## config.mk

```make
export PLATFORM = sky130hd
export DESIGN_NAME = memory_ordering_fence_unit
export DESIGN_NICKNAME = d
export VERILOG_FILES = /design/src/fence_pkg.sv /design/src/fence_counter.sv /design/src/memory_ordering_fence_unit.sv
export SDC_FILE = /design/constraint.sdc
export NUM_CORES = 1
export LEC_CHECK = 0
export BUFFER_PORTS_ARGS = -buffer_cell sky130_fd_sc_hd__buf_2
export CORE_ASPECT_RATIO = 1.2
export CORE_MARGIN = 5
export CORE_UTILIZATION = 35
export CTS_CLUSTER_SIZE = 28
export DETAILED_ROUTE_END_ITERATION = 8
export PLACE_DENSITY = 0.6
export SLEW_MARGIN = 5
export SYNTH_ARGS = -nofsm -noshare
export SYNTH_HDL_FRONTEND = slang
export SYNTH_SLANG_ARGS = --single-unit
```

## constraint.sdc

```tcl
create_clock -name sys_clk -period 7 [get_ports sys_clk]
set_clock_uncertainty 0.2 [all_clocks]
set_input_delay 0.7 -clock sys_clk [delete_from_list [all_inputs] [get_ports sys_clk]]
set_output_delay 0.7 -clock sys_clk [all_outputs]
set_load 0.01 [all_outputs]
```

## src/fence_pkg.sv

```systemverilog
// Purpose: Shared types and constants for the memory ordering fence unit
// Assumes: Single core clock, synchronous active-high reset
// Notes: Operation classes arrive one per cycle from the issue stage
package fence_pkg;

  // Operation classes seen at issue
  typedef enum logic [3:0] {
    op_none,
    op_load,
    op_store,
    op_nt_store,
    op_full_fence,
    op_store_fence_op,
    op_identify_op,
    op_serialize,
    op_locked_rmw,
    op_swap
  } op_kind_t;

  localparam int cnt_w = 4;
  localparam logic [cnt_w-1:0] cnt_zero = 4'h0;
  localparam logic [cnt_w-1:0] cnt_one = 4'h1;
  localparam logic [cnt_w-1:0] cnt_max = 4'hf;

  // Issue request from the instruction stream
  typedef struct packed {
    logic valid;
    op_kind_t kind;
    logic writeback_type;
    logic aligned;
    logic line_shared;
  } issue_req_t;

  // Completion and drain status from the cache side
  typedef struct packed {
    logic load_done;
    logic store_done;
    logic prefetch_done;
    logic older_retired_all;
    logic wc_empty;
    logic line_modified;
    logic lock_done;
  } mem_status_t;

  // Lock control toward the cache side
  typedef struct packed {
    logic want_modified;
    logic line_lock;
    logic bus_lock;
  } lock_ctrl_t;

endpackage

```

## src/fence_counter.sv

```systemverilog
// Purpose: Saturating count of outstanding memory operations
// Assumes: Increment and decrement may come in the same cycle
// Notes: Reports empty when no operation is outstanding
`timescale 1ns/10ps
module fence_counter (
  // Clock and reset
  input wire logic sys_clk,
  input wire logic rst,
  // Count events
  input wire logic inc,
  input wire logic dec,
  // Status
  output logic empty
);

  typedef struct packed {
    logic [fence_pkg::cnt_w-1:0] count;
  } cnt_state_t;

  cnt_state_t state;
  cnt_state_t next_state;

  always_comb begin
    next_state = state;
    if (inc && !dec && state.count != fence_pkg::cnt_max) begin
      next_state.count = state.count + fence_pkg::cnt_one;
    end else if (dec && !inc && state.count != fence_pkg::cnt_zero) begin
      next_state.count = state.count - fence_pkg::cnt_one;
    end
  end

  always_ff @(posedge sys_clk) begin
    if (rst) begin
      state <= '0;
    end else begin
      state <= next_state;
    end
  end

  assign empty = (state.count == fence_pkg::cnt_zero);

endmodule

```

## src/memory_ordering_fence_unit.sv

```systemverilog
// Purpose: Ordering and fence control for the load/store issue path
// Assumes: Issue holds its request until accepted; cache reports completions
// Notes: Loads, stores and prefetches tracked by counters
//
// Functional notes
// (RL1) Writeback memory keeps all orders except younger load passing older store.
// (RL2) Streaming stores may reorder among themselves until a barrier.
// (RL3) Full fence, locked RMW, serializing op stop loads passing older stores.
// (RL4) Swap with memory is always locked with full barrier effect.
// (RL5) Full fence stalls issue until all older work and memory finish.
// (RL6) Serializing ops such as identify stall exactly like full fence.
// (RL7) Locked ops order memory without stalling independent instructions.
// (RL8) Locked op on shared line first gains modified state.
// (RL9) Misaligned locked op uses a global bus lock.
// (RL10) Locked identity RMW still acts as full barrier.
// (RL11) Store fence holds later stores until write-combining drains.
// (RL12) Store-to-load mechanisms also enforce store-to-store order.
// (RL13) Software should lock an aligned, locally exclusive location.
// (RL14) Software should use the same width for the barrier location.
`timescale 1ns/10ps
module memory_ordering_fence_unit (
  // Clock and reset
  input wire logic sys_clk,
  input wire logic rst,
  // Issue side
  input wire fence_pkg::issue_req_t req,
  output logic accept,
  output logic nonmem_go,
  // Memory side
  input wire fence_pkg::mem_status_t mst,
  input wire logic prefetch_issue,
  output fence_pkg::lock_ctrl_t lock,
  output logic store_go,
  output logic load_go,
  output logic serial_busy
);

  // ****************************************
  // State
  // ****************************************
  typedef enum {st_run, st_drain, st_lock_own, st_lock_wait} mode_t;

  typedef struct packed {
    mode_t mode;
    logic store_fence_op_hold;
    logic accept;
    logic nonmem_go;
    logic store_go;
    logic load_go;
    logic serial_busy;
    fence_pkg::lock_ctrl_t lock;
  } fence_state_t;

  fence_state_t state;
  fence_state_t next_state;
  logic loads_empty;
  logic stores_empty;
  logic pref_empty;
  logic is_mem_load;
  logic is_mem_store;
  logic is_lock;
  logic is_serial;
  logic is_nt_store;
  logic nonmem_ok;

  // ****************************************
  // Outstanding operation counters
  // ****************************************
  fence_counter u_loads (
    .sys_clk(sys_clk), .rst(rst),
    .inc(state.load_go), .dec(mst.load_done), .empty(loads_empty)
  );
  fence_counter u_stores (
    .sys_clk(sys_clk), .rst(rst),
    .inc(state.store_go), .dec(mst.store_done), .empty(stores_empty)
  );
  fence_counter u_pref (
    .sys_clk(sys_clk), .rst(rst),
    .inc(prefetch_issue), .dec(mst.prefetch_done), .empty(pref_empty)
  );

  // ****************************************
  // Decode
  // ****************************************
  assign is_mem_load = req.valid && req.kind == fence_pkg::op_load;
  assign is_nt_store = req.valid && req.kind == fence_pkg::op_nt_store;
  assign is_mem_store = req.valid && (req.kind == fence_pkg::op_store || is_nt_store);
  assign is_lock = req.valid &&
                   (req.kind == fence_pkg::op_locked_rmw ||
                    req.kind == fence_pkg::op_swap); // RL4 RL10
  assign is_serial = req.valid &&
                     (req.kind == fence_pkg::op_full_fence ||
                      req.kind == fence_pkg::op_identify_op ||
                      req.kind == fence_pkg::op_serialize); // RL6
  // Non-memory op that may flow past a locked op
  assign nonmem_ok = req.valid && !is_mem_load && !is_mem_store && !is_lock && !is_serial &&
                     !state.accept && req.kind != fence_pkg::op_store_fence_op;

  // ****************************************
  // Next state
  // ****************************************
  always_comb begin
    next_state = state;
    next_state.accept = 1'b0;
    next_state.nonmem_go = 1'b0;
    next_state.store_go = 1'b0;
    next_state.load_go = 1'b0;
    if (mst.wc_empty) begin
      next_state.store_fence_op_hold = 1'b0; // RL11
    end
    case (state.mode)
      st_run: begin
        if (state.accept) begin
          // Request already taken last cycle
        end else if (is_serial) begin
          next_state.mode = st_drain; // RL5 RL6
          next_state.serial_busy = 1'b1;
        end else if (is_lock) begin
          // Locked ops wait on older stores and line ownership, non-memory issue keeps flowing
          next_state.mode = st_lock_own; // RL3 RL7 RL12
          next_state.lock.want_modified = req.line_shared; // RL8
          next_state.lock.bus_lock = !req.aligned; // RL9
          next_state.lock.line_lock = req.aligned;
          next_state.accept = 1'b1;
        end else if (req.valid && req.kind == fence_pkg::op_store_fence_op) begin
          next_state.store_fence_op_hold = !mst.wc_empty; // RL2 RL11
          next_state.accept = 1'b1;
        end else if (is_mem_store) begin
          // Streaming stores held only by store fence, full fence, serializing ops or locks
          if (!state.store_fence_op_hold) begin // RL11 RL12
            next_state.store_go = 1'b1; // RL1 RL2
            next_state.accept = 1'b1;
          end
        end else if (is_mem_load) begin
          next_state.load_go = 1'b1; // RL1
          next_state.accept = 1'b1;
        end else if (req.valid) begin
          next_state.nonmem_go = 1'b1; // RL7 RL11
          next_state.accept = 1'b1;
        end
      end
      st_drain: begin
        if (mst.older_retired_all && loads_empty && stores_empty && pref_empty &&
            mst.wc_empty) begin
          next_state.mode = st_run; // RL5
          next_state.serial_busy = 1'b0;
          next_state.accept = 1'b1;
        end
      end
      st_lock_own: begin
        // Older stores and streaming data drain before the lock
        if (stores_empty && mst.wc_empty &&
            (!state.lock.want_modified || mst.line_modified)) begin // RL3 RL8 RL12
          next_state.mode = st_lock_wait;
        end
        if (nonmem_ok) begin
          next_state.nonmem_go = 1'b1; // RL7
          next_state.accept = 1'b1;
        end
      end
      st_lock_wait: begin
        if (mst.lock_done) begin
          next_state.mode = st_run;
          next_state.lock = '0;
        end
        // Independent work keeps flowing while the lock completes
        if (nonmem_ok) begin
          next_state.nonmem_go = 1'b1; // RL7
          next_state.accept = 1'b1;
        end
      end
      default: begin
        next_state.mode = st_run;
      end
    endcase
  end

  always_ff @(posedge sys_clk) begin
    if (rst) begin
      state <= '{mode: st_run, default: '0};
    end else begin
      state <= next_state;
    end
  end

  assign accept = state.accept;
  assign nonmem_go = state.nonmem_go;
  assign store_go = state.store_go;
  assign load_go = state.load_go;
  assign serial_busy = state.serial_busy;
  assign lock = state.lock;
endmodule

```

Yosys cells after proc, flatten, opt, wreduce, memory -nomap -nowiden
Cells that the tools add are included.

Add/subtract/negate cells: 6. Equal/unequal tests: 24. Mux-type cells: 42. Bitwise logic cells: 2. Reduce and logical (&&, ||, !) cells: 67.

Operators with widths (count): 32-bit two-way mux (5); 32-bit case mux with 4 select lines (1); 32-bit by 2-bit equality test with 1-bit output, second input constant (2); 41-bit two-way mux (1); 32-bit by 1-bit equality test with 1-bit output, second input constant (1); 32-bit logical NOT (1); 1-bit logical AND (30); 4-bit two-way mux (6); 1-bit two-way mux (17); 4-bit by 3-bit equality test with 1-bit output, second input constant (4); 3-bit two-way mux (5); 1-bit logical NOT (14); 2-bit inequality test, second input constant (7); 7-bit OR reduction (2); 4-bit by 1-bit adder with 4-bit output, second input constant (3); 4-bit logical NOT (3); 4-bit inequality test, second input constant (3); 4-bit nonzero test (3); 4-bit by 1-bit subtractor with 4-bit output, second input constant (3); 5-bit AND reduction (2); 2-bit nonzero test (5); 4-bit by 2-bit equality test with 1-bit output, second input constant (2); 4-bit equality test, second input constant (2); 3-bit case mux with 2 select lines (1); other kinds (11) (18).

Flip-flop bits (word level): 53. Input bits: 18. Output and inout port bits: 8. Word-level logic and storage cells: 154.

Depth between registers and ports, before layout
Gate-level depths: netlist of the first run.

Word-level depth: 12. Gate-level depth with buffers: 7. Gate-level depth less buffers: 7.

Modules after synthesis
Synthesis of the first run repeated with hierarchy kept, for this count alone.

Cells, all modules: 156. Area, all modules: 1493.9 um^2.

By module, submodules not included: memory_ordering_fence_unit (instances 1, cells an instance 72, area an instance 631.9 um^2, sequential area each 220.2 um^2); fence_counter (u_loads ...) (instances 2, cells an instance 28, area an instance 287.8 um^2, sequential area each 80.1 um^2); fence_counter (u_pref) (instances 1, cells an instance 28, area an instance 286.5 um^2, sequential area each 80.1 um^2).

Least setup slack after synthesis of the first run
OpenSTA, ideal clock, no wires.

Path type: input -> register. Start: input port prefetch_issue. End: register u_pref.state[3] (netlist name). Library setup time: 0.121 ns. Arrival: 2.219 ns. Required time: 6.679 ns. Setup slack: 4.460 ns. Stages on the path: 7. Buffers on the path: 0. Cells stage by stage: nor2b_1 nand2_1 ha_1 a21o_1 a2111oi_0 o21ba_2 mux2_2.

Word-level cells in the longest chain between the ends: 4. Elaborated cells between the ends (all ways): 7. Those cells by class: mux (1); reduce/logical (6).

RTL lines: start: declaration (RTL line memory_ordering_fence_unit.sv:31) `input wire logic prefetch_issue,`; 1-bit logical NOT (RTL line fence_counter.sv:27) `end else if (dec && !inc && state.count != fence_pkg::cnt_zero) begin`; 1-bit logical AND (2 in series) (RTL line fence_counter.sv:27); 2-bit nonzero test (no line); end signal: assignment (RTL line fence_counter.sv:36) `state <= next_state;`; end: declaration (RTL line fence_counter.sv:20) `cnt_state_t state;`.

Several ways; a longest one is shown, not always the timed one. A chain may end at the register's enable or synchronous reset.

Final worst setup path of the first run
Start: input port mst[6] (netlist name). End: register u_loads.state[3] (netlist name).

Word-level cells in the longest chain between the ends: 4. Elaborated cells between the ends (all ways): 7. Those cells by class: mux (1); reduce/logical (6).

RTL lines: start: declaration (RTL line memory_ordering_fence_unit.sv:30) `input wire fence_pkg::mem_status_t mst,`; 1-bit logical NOT (RTL line fence_counter.sv:25) `if (inc && !dec && state.count != fence_pkg::cnt_max) begin`; 1-bit logical AND (2 in series) (RTL line fence_counter.sv:25); 4-bit two-way mux or 2-bit nonzero test (tied branches); end signal: assignment (RTL line fence_counter.sv:36); end: declaration (RTL line fence_counter.sv:20).

Several ways; a longest one is shown, not always the timed one.

==> impl_metrics.env, run 1 <==
export IMPL_postLayoutCellArea_sq_mm=0.00162
export IMPL_grt_pass1_wl_um=5130
export IMPL_synthSimpleGateAreaFrac_pct=27.0
export IMPL_period_needed_ns=2.62
export IMPL_drtPass1Iterations=4
export IMPL_cts_clk_slew_worst_paths_ns=0.08
export IMPL_drive_above_1_share_pct=22.3
export IMPL_setup_viol=0
export IMPL_async_reset_ff_share_pct=0
export IMPL_worstSetupPathType="in2reg"
export IMPL_cts_root_buf="clkbuf_8"
export IMPL_crit_required_ns=6.95
export IMPL_ant_nets=0
export IMPL_grt_overflow_total=0
export IMPL_worstSetupEndpointType="flip-flop"
export IMPL_ys_ff_latch=23
export IMPL_finalCritPeriodShare_pct=37.5
export IMPL_antenna_found_initial=0
export IMPL_dieWidth_um=68.3
export IMPL_vias=1226
export IMPL_synth_cell_types=42
export IMPL_yosys_warnings=0
export IMPL_cp_arrival_ns=2.57
export IMPL_dp_cells=225
export IMPL_synthXorXnorAreaFrac_pct=3.69
export IMPL_core_area_sq_mm=0.00394
export IMPL_fin_cells=229
export IMPL_drv_cap=0
export IMPL_pin_count=26
export IMPL_critPathSlowestCell="a2111oi_0"
export IMPL_hold_viol_final=0
export IMPL_cts_path_max_buffers=2
export IMPL_synthesis_nets=181
export IMPL_num_rows=25
export IMPL_grt_max_degree=25
export IMPL_cts_buffers=3
export IMPL_syn_area_per_cell_sq_um=9.25
export IMPL_final_cell_mix="buf_2, dfxtp_1, nor2_1"
export IMPL_min_path_type="reg2reg"
export IMPL_critPathBufInv=1
export IMPL_worstPathMaxFanout=4
export IMPL_grtUsageTotal_pct=12.2
export IMPL_final_util_pct=41.1
export IMPL_peakVddDrop_uv=124
export IMPL_synth_adder_area_share_pct=9.48
export IMPL_cp_cell_sequence="buf_2, nor2b_1, nand2_1, ha_1, a21o_1, a2111oi_0, o21ba_2, mux2_2"
export IMPL_max_freq_mhz=381
export IMPL_worst_slew_pin_slew_ns=0.458
export IMPL_nFillCells=412
export IMPL_outcome="complete, no violations"
export IMPL_io_buffers=24
export IMPL_synth_compound_area_share_pct=17.5
export IMPL_grt_pass1_vias=1181
export IMPL_cts_tree="done"
export IMPL_path_delay_family="compound AO/OA/AOI/OAI gates"
export IMPL_final_nets=203
export IMPL_pwr_density_cell_mw_per_mm2=349
export IMPL_clock_sinks=23
export IMPL_area_growth_pct=13.7
export IMPL_leakage_nw=0.687
export IMPL_cts_hold_buffers=0
export IMPL_cts_max_level=1
export IMPL_place_congestion=0.823
export IMPL_die_h_um=79.9
export IMPL_start_kind="primary input"
export IMPL_wl_um=3070
export IMPL_cts_resized_gates=0
export IMPL_dp_hpwl_um=2450
export IMPL_yosysSeqAreaShare_pct=32.3
export IMPL_rsz0062_at_grt="false"
export IMPL_clk_latency_ns=0.26
export IMPL_synth_top_family_by_area="simple AND/OR/NAND/NOR gates"
export IMPL_drt_iter0_drc=55
export IMPL_synthMuxAreaShare_pct=6.58
export IMPL_syn_inst=154
export IMPL_ys_flop_type="dfxtp_1"
export IMPL_slew_headroom_pct=68.7
export IMPL_initial_core_util_pct=36.2
export IMPL_seqCellArea_sq_um=460
export IMPL_syn_cell_area_sq_mm=0.00143
export IMPL_dieArea_sq_mm=0.00545
export IMPL_drc=0
export IMPL_finalPower_uw=566
export IMPL_synth_edf_count=0
export IMPL_cpPeakStageDelay_ns=0.49
export IMPL_diodes=0
export IMPL_final_common_cell="buf_2"
export IMPL_viasPerCell=5.35
export IMPL_final_max_slew_violation_count=0
export IMPL_multi_input_area_sq_um=916
export IMPL_tns_ns=0
export IMPL_wire_per_inst_um=13.4
export IMPL_place_area_sq_mm=0.00158
export IMPL_postCtsSetupRepairBufs=0
## report_power, final
| part | total (mW) | internal, mW | switching, mW |
|---|---|---|---|
| Sequential | 0.222 | 0.167 | 0.0549 |
| Clock | 0.0793 | 0.0405 | 0.0388 |
| Combinational | 0.265 | 0.137 | 0.127 |
| Total | 0.566 | 0.345 | 0.221 |
## tightest hold or removal path, stage by stage (launching register included)
cell and delay (ns):
dfxtp_1 0.32, nand2_1 0.05, a21oi_1 0.05
## cells in the mapped netlist, drive strengths merged, types with 2 or more instances
library cell,number,area share (%)
dfxtp,23,32
nor2,16,4.2
nand2,9,2.4
nor2b,9,4.0
a21oi,7,2.5
ha,6,5.3
mux2i,6,4.2
xor2,6,3.7
nand2b,5,2.2
nand4,5,2.2
a31oi,4,1.8
buf,4,1.8
nor4,4,3.7
o2111ai,4,2.5
a2111oi,3,1.8
a21o,3,1.6
a2bb2oi,3,1.8
clkbuf,3,0.79
fa,3,4.2
inv,3,0.79
mux2,3,2.4
nand3,3,1.1
nor3,3,1.4
o21ba,3,2.1
or3b,3,1.8
and3b,2,1.2
## final cells by class
class                      count  share of cell area, %
clock buffer                   4                   2.78
inverter                       3                  0.695
multi-input combinational    121                   56.5
sequential                    23                   28.4
tap                           54                   4.17
timing repair buffer          24                   7.41
## path summary, 6_finish.rpt
kind                         start                to  slack (ns)  cells after the start
hold reg to reg            lock[0]           lock[0]        0.26                      2
setup reg to reg  u_loads.state[0]  u_loads.state[3]        4.47                      7
setup / recovery            mst[6]  u_loads.state[3]        4.38                      8
hold / removal             lock[0]           lock[0]        0.26                      2
## flip-flops by register name, indices dropped and copies added (netlist names)
name and cells:
u_pref.state 4, nonmem_go 1, store_go 1, u_loads.state 4
serial_busy 1, lock 3, u_stores.state 4, load_go 1
accept 1, state 3
## stage by stage
step	worst slack [ns]	hold slack, ns
floorplan	4.46	0.232
global placement	4.28	0.244
detailed placement	4.14	0.256
CTS	4.43	0.268
global route	4.22	0.290
finish	4.38	0.264
## metal layers
| layer | global-route usage (%) | vias up | part of all wire (%) |
|---|---|---|---|
| met5 | 0 | - | 0 |
| met4 | 4.77 | 0 | 1.3 |
| met3 | 2.25 | 4 | 4.5 |
| met2 | 21.5 | 33 | 50 |
| met1 | 14.0 | 574 | 44 |
| li1 | - | 615 | - |
## cells by family after synthesis
| kind of cell | after synthesis |
|---|---|
| and+or+nand+nor | 64 |
| AOI/OAI and AO/OA | 33 |
| DFF | 23 |
| buffers and inverters | 10 |
| muxes | 9 |
| adders and majority gates | 9 |
| xor gates and xnor gates | 6 |
No activity file was read; power rests on OpenSTA's default activity.
==> run 2: changes to the inputs <==
- PLACE_DENSITY: 0.6 -> 0.62
- clock period: 7 -> 2.1 ns (I/O delays scaled with it)
==> run 2 against run 1 <==
Against the previous run:
- sequential share of layout area decreased by 4.5 points
- sequential cell count unchanged
- power increased to 4.1 times the previous value
- final area increased by 23%
- utilization increased by 9.6 points
- largest power group unchanged
==> impl_metrics.env, run 2 (synthesis gave the netlist of run 1 again) <==
export IMPL_outcome="complete, no violations"
export IMPL_grt_max_degree=24
export IMPL_final_nets=231
export IMPL_drv_cap=0
export IMPL_cts_max_level=1
export IMPL_area_growth_pct=40.1
export IMPL_reg2reg_depth=7
export IMPL_ant_nets=0
export IMPL_dp_hpwl_um=2580
export IMPL_dieWidth_um=68.3
export IMPL_grt_pass1_wl_um=5900
export IMPL_final_common_cell="buf_4"
export IMPL_power_share_switching_pct=38.3
export IMPL_max_freq_mhz=481
export IMPL_grtUsageTotal_pct=14.0
export IMPL_tns_ns=0
export IMPL_final_cell_mix="buf_4, buf_2, nor2_1"
export IMPL_place_congestion=0.827
export IMPL_hold_path_cell_count=3
export IMPL_period_needed_ns=2.08
export IMPL_clk_latency_ns=0.26
export IMPL_worstSetupPathType="reg2reg"
export IMPL_intPower_mw=1.42
export IMPL_drt_iter0_drc=32
export IMPL_io_buffers=24
export IMPL_hold_viol_final=0
export IMPL_dp_cells=242
export IMPL_final_util_pct=50.7
export IMPL_power_frac_seq_pct=29.0
export IMPL_detailedPlace_worstSlack_ns=-0.0845
export IMPL_core_area_sq_mm=0.00394
export IMPL_leakage_nw=0.846
export IMPL_drc=0
export IMPL_num_rows=25
export IMPL_vias=1342
export IMPL_dieArea_sq_mm=0.00545
export IMPL_worstSetupEndpointType="flip-flop"
export IMPL_crit_required_ns=2.05
export IMPL_pin_count=26
export IMPL_drive_above_1_share_pct=46.8
export IMPL_postLayoutCellArea_sq_mm=0.00200
export IMPL_min_path_type="in2reg"
export IMPL_cts_clk_slew_worst_paths_ns=0.08
export IMPL_largestRegisters="u_loads.state x4, u_pref.state x4, u_stores.state x4"
export IMPL_hold_ws_ns=0.0266
export IMPL_cts_tree="done"
export IMPL_finalPower_mw=2.30
export IMPL_wl_um=3530
export IMPL_grt_overflow_total=0
export IMPL_cts_root_buf="clkbuf_8"
export IMPL_clock_sinks=23
export IMPL_setup_viol=0
export IMPL_finalCritPeriodShare_pct=98.9
export IMPL_drtPass1Iterations=4
export IMPL_pwr_density_cell_mw_per_mm2=1150
export IMPL_viasPerCell=5.22
export IMPL_start_kind="flip-flop"
export IMPL_rsz0062_at_grt="true"
export IMPL_grt_pass1_vias=1364
export IMPL_fin_cells=257
export IMPL_die_h_um=79.9
export IMPL_diodes=0
export IMPL_power_switching_uw=881
export IMPL_cts_path_max_buffers=2
export IMPL_slew_headroom_pct=73.8
export IMPL_cp_arrival_ns=2.03
export IMPL_wire_per_inst_um=13.7
export IMPL_cts_buffers=3
export IMPL_pwr_share_comb_pct=59.1
export IMPL_place_area_sq_mm=0.00174
export IMPL_antenna_found_initial=0
export IMPL_final_max_slew_violation_count=0
export IMPL_final_setup_worst_slack_ns=0.0228
export IMPL_worst_slew_pin_slew_ns=0.392
export IMPL_worstPathMaxFanout=2
export IMPL_initial_core_util_pct=36.2
export IMPL_p_clk_share_pct=11.8
export IMPL_peakVddDrop_uv=577
## run 2: power groups by stage
| stage | logic (mW) | registers, mW | clock network [mW] |
|---|---|---|---|
| finish | 1.36 | 0.668 | 0.272 |
| global route | 1.50 | 0.684 | 0.299 |
| CTS | 1.19 | 0.662 | 0.281 |
| detailed placement | 1.12 | 0.668 | 0 |
| global placement | 1.06 | 0.664 | 0 |
| floorplan | 0.736 | 0.711 | 0 |
## run 2: path summary, 6_finish.rpt
path	slack [ns]	endpoint	start
min	0.03	lock[2]	req[0]
max	0.02	u_pref.state[3]	u_pref.state[0]
max reg2reg	0.02	u_pref.state[3]	u_pref.state[0]
min reg2reg	0.26	lock[0]	lock[0]
## run 2: cell type report
type                       instances  area (sq um)
clock buffer                       4          45.0
fill                             388          1940
inverter                           3          11.3
multi-input combinational        121          1060
sequential                        23           478
tap                               54          67.6
timing repair buffer              52           337
## run 2: per-layer routing
layer / share of wire, % / vias to the layer above / global-route usage [%]
met3: 4.5 / 9 / 1.83
met5: 0 / - / 0
li1: - / 667 / -
met1: 43 / 623 / 17.5
met2: 50 / 43 / 23.5
met4: 2.7 / 0 / 5.96
## run 2: repair_timing
action,CTS,global route
endpoints found under the hold margin,1,0
pin swaps,5,7
endpoints found under the setup margin,3,8
gates resized for setup,6,14
setup buffers,7,3
hold buffers,1,0
## run 2: worst max-delay path: stages, from the launching register on
cell	delay (ns)
dfxtp_2	0.33
nand4_1	0.14
nand2_2	0.13
ha_4	0.20
a21o_1	0.17
a2111oi_2	0.33
o21ba_2	0.20
mux2_2	0.26
